[src/trs_pkg.sv]
// package for the reconfiguration reset sequencer: timing counts, modes, field positions
// assumes a single 50 MHz system clock shared by both ends
package trs_pkg;
  localparam int CLK_MHZ = 50;
  localparam int LOCK_WAIT_NS = 4000;
  localparam int LOCK_WAIT_CYC = (LOCK_WAIT_NS * CLK_MHZ + 999) / 1000;
  localparam int PDN_MIN_NS = 1000;
  localparam int PDN_MIN_CYC = (PDN_MIN_NS * CLK_MHZ + 999) / 1000;
  localparam int ARST_GAP_CYC = 5;
  localparam int BUSY_SIM_CYC = 20;
  localparam int RATE_W = 2;
  localparam int MODE_W = 3;
  localparam int CNT_W = 16;
  // software-visible registers of the controlling end
  localparam logic [3:0] REG_CTRL = 4'h0;
  localparam logic [3:0] REG_STAT = 4'h4;
  localparam logic [3:0] REG_CFG = 4'h8;
  // control register fields
  localparam int CTRL_GO_TX = 0;
  localparam int CTRL_GO_CH = 1;
  localparam int CTRL_PDN = 2;
  // config register fields
  localparam int CFG_RATE_LSB = 0;
  localparam int CFG_MODE_LSB = 4;
  localparam int CFG_FASTSIM = 8;
  localparam logic [RATE_W-1:0] RATE_RST = 2'h0;
  localparam logic [MODE_W-1:0] MODE_RST = 3'h0;
  localparam logic [MODE_W-1:0] MODE_CHAN = 3'h1;
endpackage

[src/trs_if.sv]
// link between the reconfiguration controller end and the reset control end
// assumes both ends share one clock; the bench connects the modports
`timescale 1ns/1ps
interface trs_if;
  import trs_pkg::*;
  logic [RATE_W-1:0] rate_sel;
  logic [MODE_W-1:0] mode_sel;
  logic commit;
  logic busy;
  logic chan_done;
  logic tx_dig_rst;
  logic rx_ana_rst;
  logic rx_dig_rst;
  logic blk_pdn;
  logic rx_freq_lock;
  modport dev (input rate_sel, mode_sel, commit, tx_dig_rst, rx_ana_rst, rx_dig_rst, blk_pdn,
    output busy, chan_done, rx_freq_lock);
  modport ctl (output rate_sel, mode_sel, commit, tx_dig_rst, rx_ana_rst, rx_dig_rst, blk_pdn,
    input busy, chan_done, rx_freq_lock);
endinterface

[src/trs_ctl.sv]
// controlling end: reset sequencer driven by software over Avalon-MM
// Operation
// tx-only: load rate, then pulse commit
// hold tx digital reset until busy falls
// controller raises busy on commit
// controller drops busy when finished
// channel mode: settings, commit, assert three resets
// controller flags channel reconfiguration complete
// release tx reset, wait five cycles
// after lock, wait 4 us, release rx digital
// power-down input powers down whole block
// power-down pulse lasts at least 1 us
// wait busy low before power-down
// unused blocks powered down at configuration
// without power-down, resets driven explicitly
// power-down held at least one cycle
// simulation may skip the 4 us wait
// simulated busy lasts about 20 cycles
// PCIe simulation: force idle before data
// commit is one pulse; busy seen first
// time waits counted, rounded upward
// assumes the device end shares SYS_CLK
//
// Our own choices: the Avalon-MM interface to the registers and the register offsets.
`timescale 1ns/1ps
module trs_ctl
  import trs_pkg::*;
#(
  parameter int LOCK_WAIT = LOCK_WAIT_CYC,
  parameter int PDN_MIN = PDN_MIN_CYC,
  parameter int GAP = ARST_GAP_CYC
) (
  // clock and reset
  input wire logic SYS_CLK,
  input wire logic RSTN,
  input wire logic CE,
  // link
  trs_if.ctl LNK,
  // avalon-mm slave
  input wire logic [3:0] AVS_ADDRESS,
  input wire logic AVS_READ,
  input wire logic AVS_WRITE,
  input wire logic [31:0] AVS_WRITEDATA,
  output logic [31:0] AVS_READDATA,
  output logic AVS_WAITREQUEST
);
  typedef enum {
    S_PDN, S_PDN_HOLD, S_IDLE, S_COMMIT, S_WBUSY, S_WDONE, S_GAP, S_WLOCK, S_LOCKWAIT
  } trs_state_t;
  trs_state_t state_r;
  trs_state_t state_nxt;
  logic [CNT_W-1:0] cnt_r;
  logic [RATE_W-1:0] rate_r;
  logic [MODE_W-1:0] mode_r;
  logic fastsim_r;
  logic chan_r;
  logic seen_busy_r;
  logic req_tx_r;
  logic req_ch_r;
  logic req_pdn_r;
  logic tx_rst_r;
  logic rxa_rst_r;
  logic rxd_rst_r;
  logic pdn_r;
  logic commit_r;
  logic ack_r;
  logic wait_r;
  logic [31:0] rdata_r;
  // bus decode: one wait cycle; a write lands on the edge that sees waitrequest low
  wire bus_req = (AVS_READ || AVS_WRITE) && !ack_r;
  wire wr_ctrl = AVS_WRITE && ack_r && (AVS_ADDRESS == REG_CTRL);
  wire wr_cfg = AVS_WRITE && ack_r && (AVS_ADDRESS == REG_CFG);
  wire idle = (state_r == S_IDLE);
  wire [31:0] stat_word = {22'h0, state_r != S_IDLE, LNK.rx_freq_lock, LNK.chan_done,
    LNK.busy, pdn_r, rxd_rst_r, rxa_rst_r, tx_rst_r, 2'h0};
  wire [31:0] cfg_word = {23'h0, fastsim_r, 1'b0, mode_r, 2'h0, rate_r};
  wire [31:0] ctrl_word = {29'h0, req_pdn_r, req_ch_r, req_tx_r};
  wire [31:0] rd_mux = (AVS_ADDRESS == REG_CTRL) ? ctrl_word :
    (AVS_ADDRESS == REG_STAT) ? stat_word :
    (AVS_ADDRESS == REG_CFG) ? cfg_word : 32'h0;
  wire cnt_hit_lock = fastsim_r || (cnt_r >= CNT_W'(LOCK_WAIT - 1));
  wire cnt_hit_pdn = cnt_r >= CNT_W'(PDN_MIN - 1);
  wire cnt_hit_gap = cnt_r >= CNT_W'(GAP - 1);
  wire take_op = idle && (state_nxt == S_COMMIT);
  wire take_pdn = idle && (state_nxt == S_PDN);
  wire arm_rst = (state_nxt == S_PDN_HOLD) || (state_r == S_COMMIT);
  wire arm_rx = (state_r != S_COMMIT) || chan_r;
  wire tx_only_end = (state_r == S_WBUSY) && (state_nxt == S_IDLE);
  wire enter_gap = (state_nxt == S_GAP);
  wire leave_gap = (state_r == S_GAP) && (state_nxt == S_WLOCK);
  wire leave_lock = (state_r == S_LOCKWAIT) && (state_nxt == S_IDLE);
  assign LNK.rate_sel = rate_r;
  assign LNK.mode_sel = mode_r;
  assign LNK.commit = commit_r;
  assign LNK.tx_dig_rst = tx_rst_r;
  assign LNK.rx_ana_rst = rxa_rst_r;
  assign LNK.rx_dig_rst = rxd_rst_r;
  assign LNK.blk_pdn = pdn_r;
  assign AVS_WAITREQUEST = wait_r;
  assign AVS_READDATA = rdata_r;
  always_comb begin
    state_nxt = state_r;
    case (state_r)
      S_PDN: if (!LNK.busy) state_nxt = S_PDN_HOLD;
      S_PDN_HOLD: if (cnt_hit_pdn) state_nxt = S_GAP;
      S_IDLE: begin
        if (req_pdn_r) state_nxt = S_PDN;
        else if (req_tx_r || req_ch_r) state_nxt = S_COMMIT;
      end
      S_COMMIT: state_nxt = S_WBUSY;
      S_WBUSY: if (seen_busy_r && !LNK.busy) state_nxt = chan_r ? S_WDONE : S_IDLE;
      S_WDONE: if (LNK.chan_done) state_nxt = S_GAP;
      S_GAP: if (cnt_hit_gap) state_nxt = S_WLOCK;
      S_WLOCK: if (LNK.rx_freq_lock) state_nxt = S_LOCKWAIT;
      S_LOCKWAIT: if (cnt_hit_lock) state_nxt = S_IDLE;
      default: state_nxt = S_IDLE;
    endcase
  end
  always_ff @(posedge SYS_CLK) begin
    if (!RSTN) begin
      state_r <= S_PDN;
      cnt_r <= '0;
      seen_busy_r <= 1'b0;
      chan_r <= 1'b0;
    end else if (CE) begin
      state_r <= state_nxt;
      cnt_r <= (state_nxt != state_r) ? '0 : cnt_r + 1'b1;
      if (state_r == S_COMMIT) seen_busy_r <= 1'b0;
      else if (LNK.busy) seen_busy_r <= 1'b1;
      if (idle && state_nxt == S_COMMIT) chan_r <= req_ch_r;
    end
  end
  // link outputs, all registered; commit and power-down share one process, each reset has its own
  always_ff @(posedge SYS_CLK) begin
    if (!RSTN) begin
      commit_r <= 1'b0;
      pdn_r <= 1'b0;
    end else if (CE) begin
      commit_r <= (state_nxt == S_COMMIT); // single pulse after settings
      pdn_r <= (state_nxt == S_PDN_HOLD);
    end
  end
  // transmitter held quiet at least one cycle before data resumes
  always_ff @(posedge SYS_CLK) begin
    if (!RSTN) begin
      tx_rst_r <= 1'b1;
    end else if (CE) begin
      if (arm_rst) begin
        tx_rst_r <= 1'b1;
      end else if (tx_only_end) begin
        tx_rst_r <= 1'b0; // released only after busy falls
      end else if (enter_gap) begin
        tx_rst_r <= 1'b0;
      end
    end
  end
  always_ff @(posedge SYS_CLK) begin
    if (!RSTN) begin
      rxa_rst_r <= 1'b1;
    end else if (CE) begin
      if (arm_rst && arm_rx) begin
        rxa_rst_r <= 1'b1;
      end else if (leave_gap) begin
        rxa_rst_r <= 1'b0; // after five cycles
      end
    end
  end
  always_ff @(posedge SYS_CLK) begin
    if (!RSTN) begin
      rxd_rst_r <= 1'b1;
    end else if (CE) begin
      if (arm_rst && arm_rx) begin
        rxd_rst_r <= 1'b1;
      end else if (leave_lock) begin
        rxd_rst_r <= 1'b0;
      end
    end
  end
  // bus slave; waitrequest is its own flop so the pin leaves a register
  always_ff @(posedge SYS_CLK) begin
    if (!RSTN) begin
      ack_r <= 1'b0;
      wait_r <= 1'b1;
      rdata_r <= 32'h0;
    end else if (CE) begin
      ack_r <= bus_req;
      wait_r <= !bus_req;
      if (bus_req) rdata_r <= rd_mux;
    end
  end
  // settings are frozen while a sequence runs
  always_ff @(posedge SYS_CLK) begin
    if (!RSTN) begin
      rate_r <= RATE_RST;
      mode_r <= MODE_RST;
      fastsim_r <= 1'b0;
    end else if (CE) begin
      if (wr_cfg && idle) begin
        rate_r <= AVS_WRITEDATA[CFG_RATE_LSB +: RATE_W];
        mode_r <= AVS_WRITEDATA[CFG_MODE_LSB +: MODE_W];
        fastsim_r <= AVS_WRITEDATA[CFG_FASTSIM];
      end
    end
  end
  // request bits clear when the sequencer takes them; a new write wins
  always_ff @(posedge SYS_CLK) begin
    if (!RSTN) begin
      req_tx_r <= 1'b0;
      req_ch_r <= 1'b0;
      req_pdn_r <= 1'b0;
    end else if (CE) begin
      if (wr_ctrl && AVS_WRITEDATA[CTRL_GO_TX]) req_tx_r <= 1'b1;
      else if (take_op) req_tx_r <= 1'b0;
      if (wr_ctrl && AVS_WRITEDATA[CTRL_GO_CH]) req_ch_r <= 1'b1;
      else if (take_op) req_ch_r <= 1'b0;
      if (wr_ctrl && AVS_WRITEDATA[CTRL_PDN]) req_pdn_r <= 1'b1;
      else if (take_pdn) req_pdn_r <= 1'b0;
    end
  end
endmodule

[src/flat_wrapper.sv]
// flat-port wrapper written by rule: the top's interface ports become plain ports
module trs_ctl_flat import trs_pkg::*;
#(
  parameter int LOCK_WAIT = LOCK_WAIT_CYC,
  parameter int PDN_MIN = PDN_MIN_CYC,
  parameter int GAP = ARST_GAP_CYC
)
  (SYS_CLK, RSTN, CE, AVS_ADDRESS, AVS_READ, AVS_WRITE, AVS_WRITEDATA, AVS_READDATA, AVS_WAITREQUEST, LNK_rate_sel, LNK_mode_sel, LNK_commit, LNK_tx_dig_rst, LNK_rx_ana_rst, LNK_rx_dig_rst, LNK_blk_pdn, LNK_busy, LNK_chan_done, LNK_rx_freq_lock);
  trs_if LNK_i ();
  input wire logic SYS_CLK;
  input wire logic RSTN;
  input wire logic CE;
  input wire logic [3:0] AVS_ADDRESS;
  input wire logic AVS_READ;
  input wire logic AVS_WRITE;
  input wire logic [31:0] AVS_WRITEDATA;
  output logic [31:0] AVS_READDATA;
  output logic AVS_WAITREQUEST;
  output wire logic [$bits(LNK_i.rate_sel)-1:0] LNK_rate_sel;
  output wire logic [$bits(LNK_i.mode_sel)-1:0] LNK_mode_sel;
  output wire logic [$bits(LNK_i.commit)-1:0] LNK_commit;
  output wire logic [$bits(LNK_i.tx_dig_rst)-1:0] LNK_tx_dig_rst;
  output wire logic [$bits(LNK_i.rx_ana_rst)-1:0] LNK_rx_ana_rst;
  output wire logic [$bits(LNK_i.rx_dig_rst)-1:0] LNK_rx_dig_rst;
  output wire logic [$bits(LNK_i.blk_pdn)-1:0] LNK_blk_pdn;
  input wire logic [$bits(LNK_i.busy)-1:0] LNK_busy;
  input wire logic [$bits(LNK_i.chan_done)-1:0] LNK_chan_done;
  input wire logic [$bits(LNK_i.rx_freq_lock)-1:0] LNK_rx_freq_lock;
  assign LNK_rate_sel = LNK_i.rate_sel;
  assign LNK_mode_sel = LNK_i.mode_sel;
  assign LNK_commit = LNK_i.commit;
  assign LNK_tx_dig_rst = LNK_i.tx_dig_rst;
  assign LNK_rx_ana_rst = LNK_i.rx_ana_rst;
  assign LNK_rx_dig_rst = LNK_i.rx_dig_rst;
  assign LNK_blk_pdn = LNK_i.blk_pdn;
  assign LNK_i.busy = LNK_busy;
  assign LNK_i.chan_done = LNK_chan_done;
  assign LNK_i.rx_freq_lock = LNK_rx_freq_lock;
  trs_ctl #(.LOCK_WAIT(LOCK_WAIT), .PDN_MIN(PDN_MIN), .GAP(GAP)) u_core (.SYS_CLK(SYS_CLK), .RSTN(RSTN), .CE(CE), .LNK(LNK_i), .AVS_ADDRESS(AVS_ADDRESS), .AVS_READ(AVS_READ), .AVS_WRITE(AVS_WRITE), .AVS_WRITEDATA(AVS_WRITEDATA), .AVS_READDATA(AVS_READDATA), .AVS_WAITREQUEST(AVS_WAITREQUEST));
endmodule
[config.mk]
export PLATFORM = sky130hd
export DESIGN_NAME = trs_ctl_flat
export DESIGN_NICKNAME = d
export VERILOG_FILES = /design/src/trs_pkg.sv /design/src/trs_if.sv /design/src/trs_ctl.sv /design/src/flat_wrapper.sv
export SDC_FILE = /design/constraint.sdc
export NUM_CORES = 1
export LEC_CHECK = 0
export BUFFER_PORTS_ARGS = -buffer_cell sky130_fd_sc_hd__buf_2
export CORE_UTILIZATION = 48
export CTS_CLUSTER_DIAMETER = 60
export DETAILED_ROUTE_END_ITERATION = 6
export MAX_ROUTING_LAYER = met4
export PLACE_DENSITY_LB_ADDON = 0.25
export REMOVE_ABC_BUFFERS = 1
export SLEW_MARGIN = 20
export SYNTH_ARGS = -nofsm -noshare
export SYNTH_HDL_FRONTEND = slang
export SYNTH_SLANG_ARGS = --single-unit
[constraint.sdc]
create_clock -name SYS_CLK -period 2.5 [get_ports SYS_CLK]
set_clock_uncertainty 0.2 [all_clocks]
set_input_delay 0.375 -clock SYS_CLK [delete_from_list [all_inputs] [get_ports SYS_CLK]]
set_output_delay 0.375 -clock SYS_CLK [all_outputs]
set_load 0.01 [all_outputs]
* After elaboration in Yosys (flattened, before gate mapping)
Index checks and enable logic that the tools add are counted.
** Operators by class
- $mul :: 0
- Eq/ne operators :: 23
- $lt $le $gt $ge :: 3
- Bitwise operators :: 0
- Multiplexer cells :: 29
- $add $sub $neg :: 1
- Shift-type cells :: 0
- Reductions and logical operators :: 43
- Divide/modulo/power cells :: 0
** Operators by type and width (number)
- $mux 32 :: 11
- $pmux 32 s9 :: 1
- $eq 32x3->1 const B :: 8
- $eq 32x4->1 const B :: 5
- $eq 32x2->1 const B :: 3
- $logic_not 32->1 :: 2
- $ne 32x3->1 const B :: 2
- $eq 32x1->1 const B :: 1
- $eq 32x5->1 const B :: 1
- $ne 32x32->1 :: 1
- $reduce_and 2->1 :: 10
- $add 16x1->16 const B :: 1
- $ge 16x3->1 const B :: 1
- $ge 16x6->1 const B :: 1
- $ge 16x8->1 const B :: 1
- $mux 16 :: 1
- $logic_and 1x1->1 :: 15
- $mux 1 :: 14
- $reduce_bool 2->1 :: 6
- $mux 9 :: 1
- $logic_or 1x1->1 :: 5
- $eq 4x3->1 const B :: 1
- $eq 4x4->1 const B :: 1
- $logic_not 4->1 :: 1
- other kinds (3) :: 5
** Storage, ports and cells
- Output and inout port bits :: 43
- Logic and storage cells :: 117
- Bits in writable memories :: 0
- Register bits :: 98
- Input port bits :: 44
- Latch bits :: 0
- Memories kept :: 0
- Bits in read-only memories :: 0

* Logic depth before layout (Yosys ltp)
- Word-level depth :: 9
- Mapped depth :: 10

* Worst setup path before layout
No wires, ideal clock.
- Path type :: register to register
- Start :: register u_core.cnt_r[0]
- End :: register u_core.state_r[28]
- Path buffers :: 2
- Period minus slack after synthesis :: 2.385 ns
- Arrival time :: 2.125 ns
- Setup slack :: 0.115 ns
- Stages on the path, launching flop included :: 10
- Required time :: 2.240 ns
- Cell sequence :: dfxtp_1 > ha_1 > a2111oi_2 > o2111ai_2 > o41ai_4 > a21oi_2 > o21ai_2 > buf_6 > buf_6 > and3_1
** On the way
- Word-level cells in the longest chain between the ends :: 4
** RTL lines
- start, declared :: line trs_ctl.sv:52 : logic [CNT_W-1:0] cnt_r;
- start signal, assigned :: line trs_ctl.sv:127 : cnt_r <= (state_nxt != state_r) ? '0 : cnt_r + 1'b1;
- $ge 16x8->1 :: line trs_ctl.sv:81 : wire cnt_hit_lock = fastsim_r || (cnt_r >= CNT_W'(LOCK_WAIT - 1));
- $logic_or 1x1->1 :: line trs_ctl.sv:81
- $mux 32 :: line trs_ctl.sv:115 : S_LOCKWAIT: if (cnt_hit_lock) state_nxt = S_IDLE;
- $pmux 32 s9 (*) :: line trs_ctl.sv:103 : case (state_r)
- end signal, assigned :: line trs_ctl.sv:126 : state_r <= state_nxt;
- end, declared :: line trs_ctl.sv:50 : trs_state_t state_r;
Mark *: on every way between the ends. The rest lies on a longest branch, timed or not.
A chain may end at the register's enable or synchronous reset.

* Worst setup path in the final report
- Start :: register u_core.cnt_r[1]
- End :: register u_core.chan_r
** On the way
- Word-level cells in the longest chain between the ends :: 7
** RTL lines
- $ge 16x8->1 :: line trs_ctl.sv:81
- $logic_or 1x1->1 :: line trs_ctl.sv:81
- $mux 32 :: line trs_ctl.sv:115
- $pmux 32 s9 (*) :: line trs_ctl.sv:103
- $eq 32x3->1 (*) :: line trs_ctl.sv:130 : if (idle && state_nxt == S_COMMIT) chan_r <= req_ch_r;
- $logic_and 1x1->1 (*) :: line trs_ctl.sv:130
- $reduce_and 2->1 (no line) (*)
- end signal, assigned :: line trs_ctl.sv:130
- end, declared :: line trs_ctl.sv:56 : logic chan_r;
Marked as above.

==> results.md <==
* Cells after Synth at 393
* CP required at 2.55 ns
* Placement-stage cell area at 3990 sq um
* Power Dens Cells at 550.2 nW/um^2
* Htree depth at 3
* FF+latch count, synth at 76
* Final setup fails at 0
* Max Cap Viol at 0
* Port buffer count at 39
* R2r worst-path depth at 11
* Leading cell type in the layout, fill and taps excluded: dfxtp_1
* WS Path Type: flop to flop
* Antenna violations before repair at 0
* Seq/Total Area, Yosys at 0.4306
* Nets at 521
* Crit end category: flop
* Total gr overflow at 0
* Leakage at 1.983 nW
* Number of global-route vias before repair at 2774
* Peak supply drop at 366.0 uV
* Via count at 3101
* Average size of a mapped cell at 8.991 sq um
* Final min period at 2.412 ns
* Comb power frac at 0.132
* Reg power frac at 0.517
* Initial DRC count at 141
* Post-Route WL at 8085 um
* Worst-path clk slew at 0.08 ns
* Top-Level Pins at 87
* Rows at 30
* Largest area contributor in the netlist: dfxtp_1
* Crit path DAT at 2.46 ns
* Pint at 0.001787 W
* RSZ-0062 raised after global routing: yes
* Filler Cell Count at 586
* Overall Global Routing Usage at 0.2251
* Multi-input combinational cell area at 1931 sq um
* Worst-margin pin slew at 0.6008 ns
* Hold Slack at 0.02517 ns
* Post-layout util at 0.6350
* Die H at 87.80 um
* Antenna Nets Post-Route at 0
* Outcome: completed
* Area of the core at 6944 sq um
* Vias per cell at 5.402
* Hold depth at 3
* Hpwl dp at 5810 um
* Relative slew slack at 0.5964
* Final Slew Violations at 0
* Top post-synthesis cells by area: dfxtp_1 43%, and3_1 5.8%, buf_4 5.1%
* Layout area overhead at 24.79%
* Highest fanout seen on the critical path at 4
* RePlAce Congestion at 0.9346
* Top_reg_cell synth: dfxtp_1
* FF/Latch Area at 1525 sq um
* Period utilisation layout at 0.9650
* Top cell type's share of synthesized area at 0.4306
* CTS Buffer Depth at 2
* Cts-stage hold buffer count at 0
* Clk pwr share at 0.352
* Die W at 87.80 um
* Design Area, Final at 4409 sq um
* ANT cells at 0
* Post-synth EDFFs at 0
* WL per Instance at 14.09 um
* Die area at 7708 sq um
* P_sw at 0.0006392 W
* Max Clk Rate at 414.5 MHz
* Share of cells above drive strength 1 at 0.3096
* Num CTS Buffers at 9
* Hold Violations, Final at 0
* Setup_tns at 0 ns
* DRT Pass-1 Iters at 5
* Switching portion of total power at 0.2635
* Netlist cell types at 61
* Hold WC Path Type: input pin to flop
* Setup crit start kind: flop
* Pin count of the biggest net entering global routing at 38
* DRC violations left at 0
* Worst skew pair latency at 0.35 ns
* CTS tree: built
* Most frequent cells in the layout: 73 x dfxtp_1, 48 x buf_4, 46 x nor2_1
* Mapped Area at 3533 sq um
* Yosys Warn Count at 0
* Sinks on Clock Net at 76
* Ys async rst share at 0
* Root buffer cell: clkbuf_8
* First-pass GRT wire length at 13100 um
* Initial Utilization at 0.5088
## power groups by stage
stage               Clock [W]  Sequential (W)  Combinational (W)
finish               0.000854         0.00125           0.000319
detailed placement          0         0.00128           0.000284
global route         0.000937         0.00125           0.000349
CTS                  0.000881         0.00125           0.000303
global placement            0         0.00128           0.000280
floorplan                   0         0.00128           0.000133
## synth_stat cells, types with 2 or more instances
cell and number:
a21oi_1 11, a221oi_1 7, a22oi_1 4, a31oi_1 3
a32o_1 2, a41oi_1 2, and2_1 4, and3_1 33
buf_2 6, buf_4 24, buf_6 3, clkbuf_1 8
dfxtp_1 76, ha_1 4, inv_1 7, mux2i_1 7
nand2_1 27, nand3_1 15, nand4_1 4, nor2_1 48
nor2b_1 3, nor3_1 17, nor3b_1 3, nor4_1 11
nor4_4 2, nor4b_1 3, o2111ai_1 3, o2111ai_2 2
o21ai_0 8, or3_1 3, xnor2_1 5, xor2_1 9
## worst max-delay path: stages (launching register included)
cell	delay, ns
dfxtp_2	0.36
inv_2	0.07
ha_4	0.16
nor4b_4	0.24
o2111ai_2	0.18
buf_4	0.20
nor3_2	0.09
nor2_1	0.10
nor4_4	0.33
nand2_2	0.13
buf_4	0.15
mux2i_1	0.10
## flip-flops by register name (all words and copies together) (netlist names), 2 cells and up
name and cells:
u_core.AVS_READDATA 10, u_core.LNK.mode_sel 3, u_core.LNK.rate_sel 2, u_core.cnt_r 16, u_core.state_r 32
## final cells by class
cell class | instances | area share
inverter | 8 | 0.006810
tap | 96 | 0.02724
multi-input combinational | 288 | 0.4379
clock buffer | 11 | 0.03434
sequential | 76 | 0.3459
timing repair buffer | 90 | 0.1396
clock inverter | 5 | 0.008229
## stage by stage
stage / instances / worst slack (ns) / power, W
3_3_place_gp: 549 / -0.08120 / 0.001557
3_5_place_dp: 549 / -0.2414 / 0.001561
4_1_cts: 569 / -0.05309 / 0.002435
5_1_grt: 574 / -0.008268 / 0.002540
6_report: 574 / 0.08759 / 0.002426
2_1_floorplan: 372 / -0.1313 / 0.001417
## final timing paths
check | to | from | slack [ns]
setup / recovery | u_core.chan_r | u_core.cnt_r[1] | 0.09
hold / removal | u_core.req_pdn_r | AVS_WRITEDATA[2] | 0.03
setup reg to reg | u_core.chan_r | u_core.cnt_r[1] | 0.09
hold reg to reg | u_core.state_r[26] | u_core.state_r[26] | 0.29
## timing repair
action,in CTS,in global routing
setup endpoints to repair,52,59
pin swaps,13,9
gates resized for setup,16,19
buffers inserted,4,5
## routing by layer
metal | up-vias | wire [um] | global-route usage
li1 | 1532 | - | -
met1 | 1461 | 3866 | 0.2964
met2 | 97 | 3667 | 0.3340
met5 | - | 0 | -
met3 | 11 | 477 | 0.06880
met4 | 0 | 74 | 0.05961
## cells by family (layout without fill, tap and decap cells)
kind of cell             after synthesis  in the layout  synth area share
XOR/XNOR                              14             14           0.03470
AO/OA/AOI/OAI                         58             58            0.1317
multiplexers                           7              7           0.01983
other                                  1             22          0.001061
AND/OR/NAND/NOR                      183            183            0.2808
adder cells (fa/ha/maj)                4              4           0.01416
buffers and inverters                 50            114           0.08711
flip-flops                            76             76            0.4306
Power figures use the tool's default switching activity.
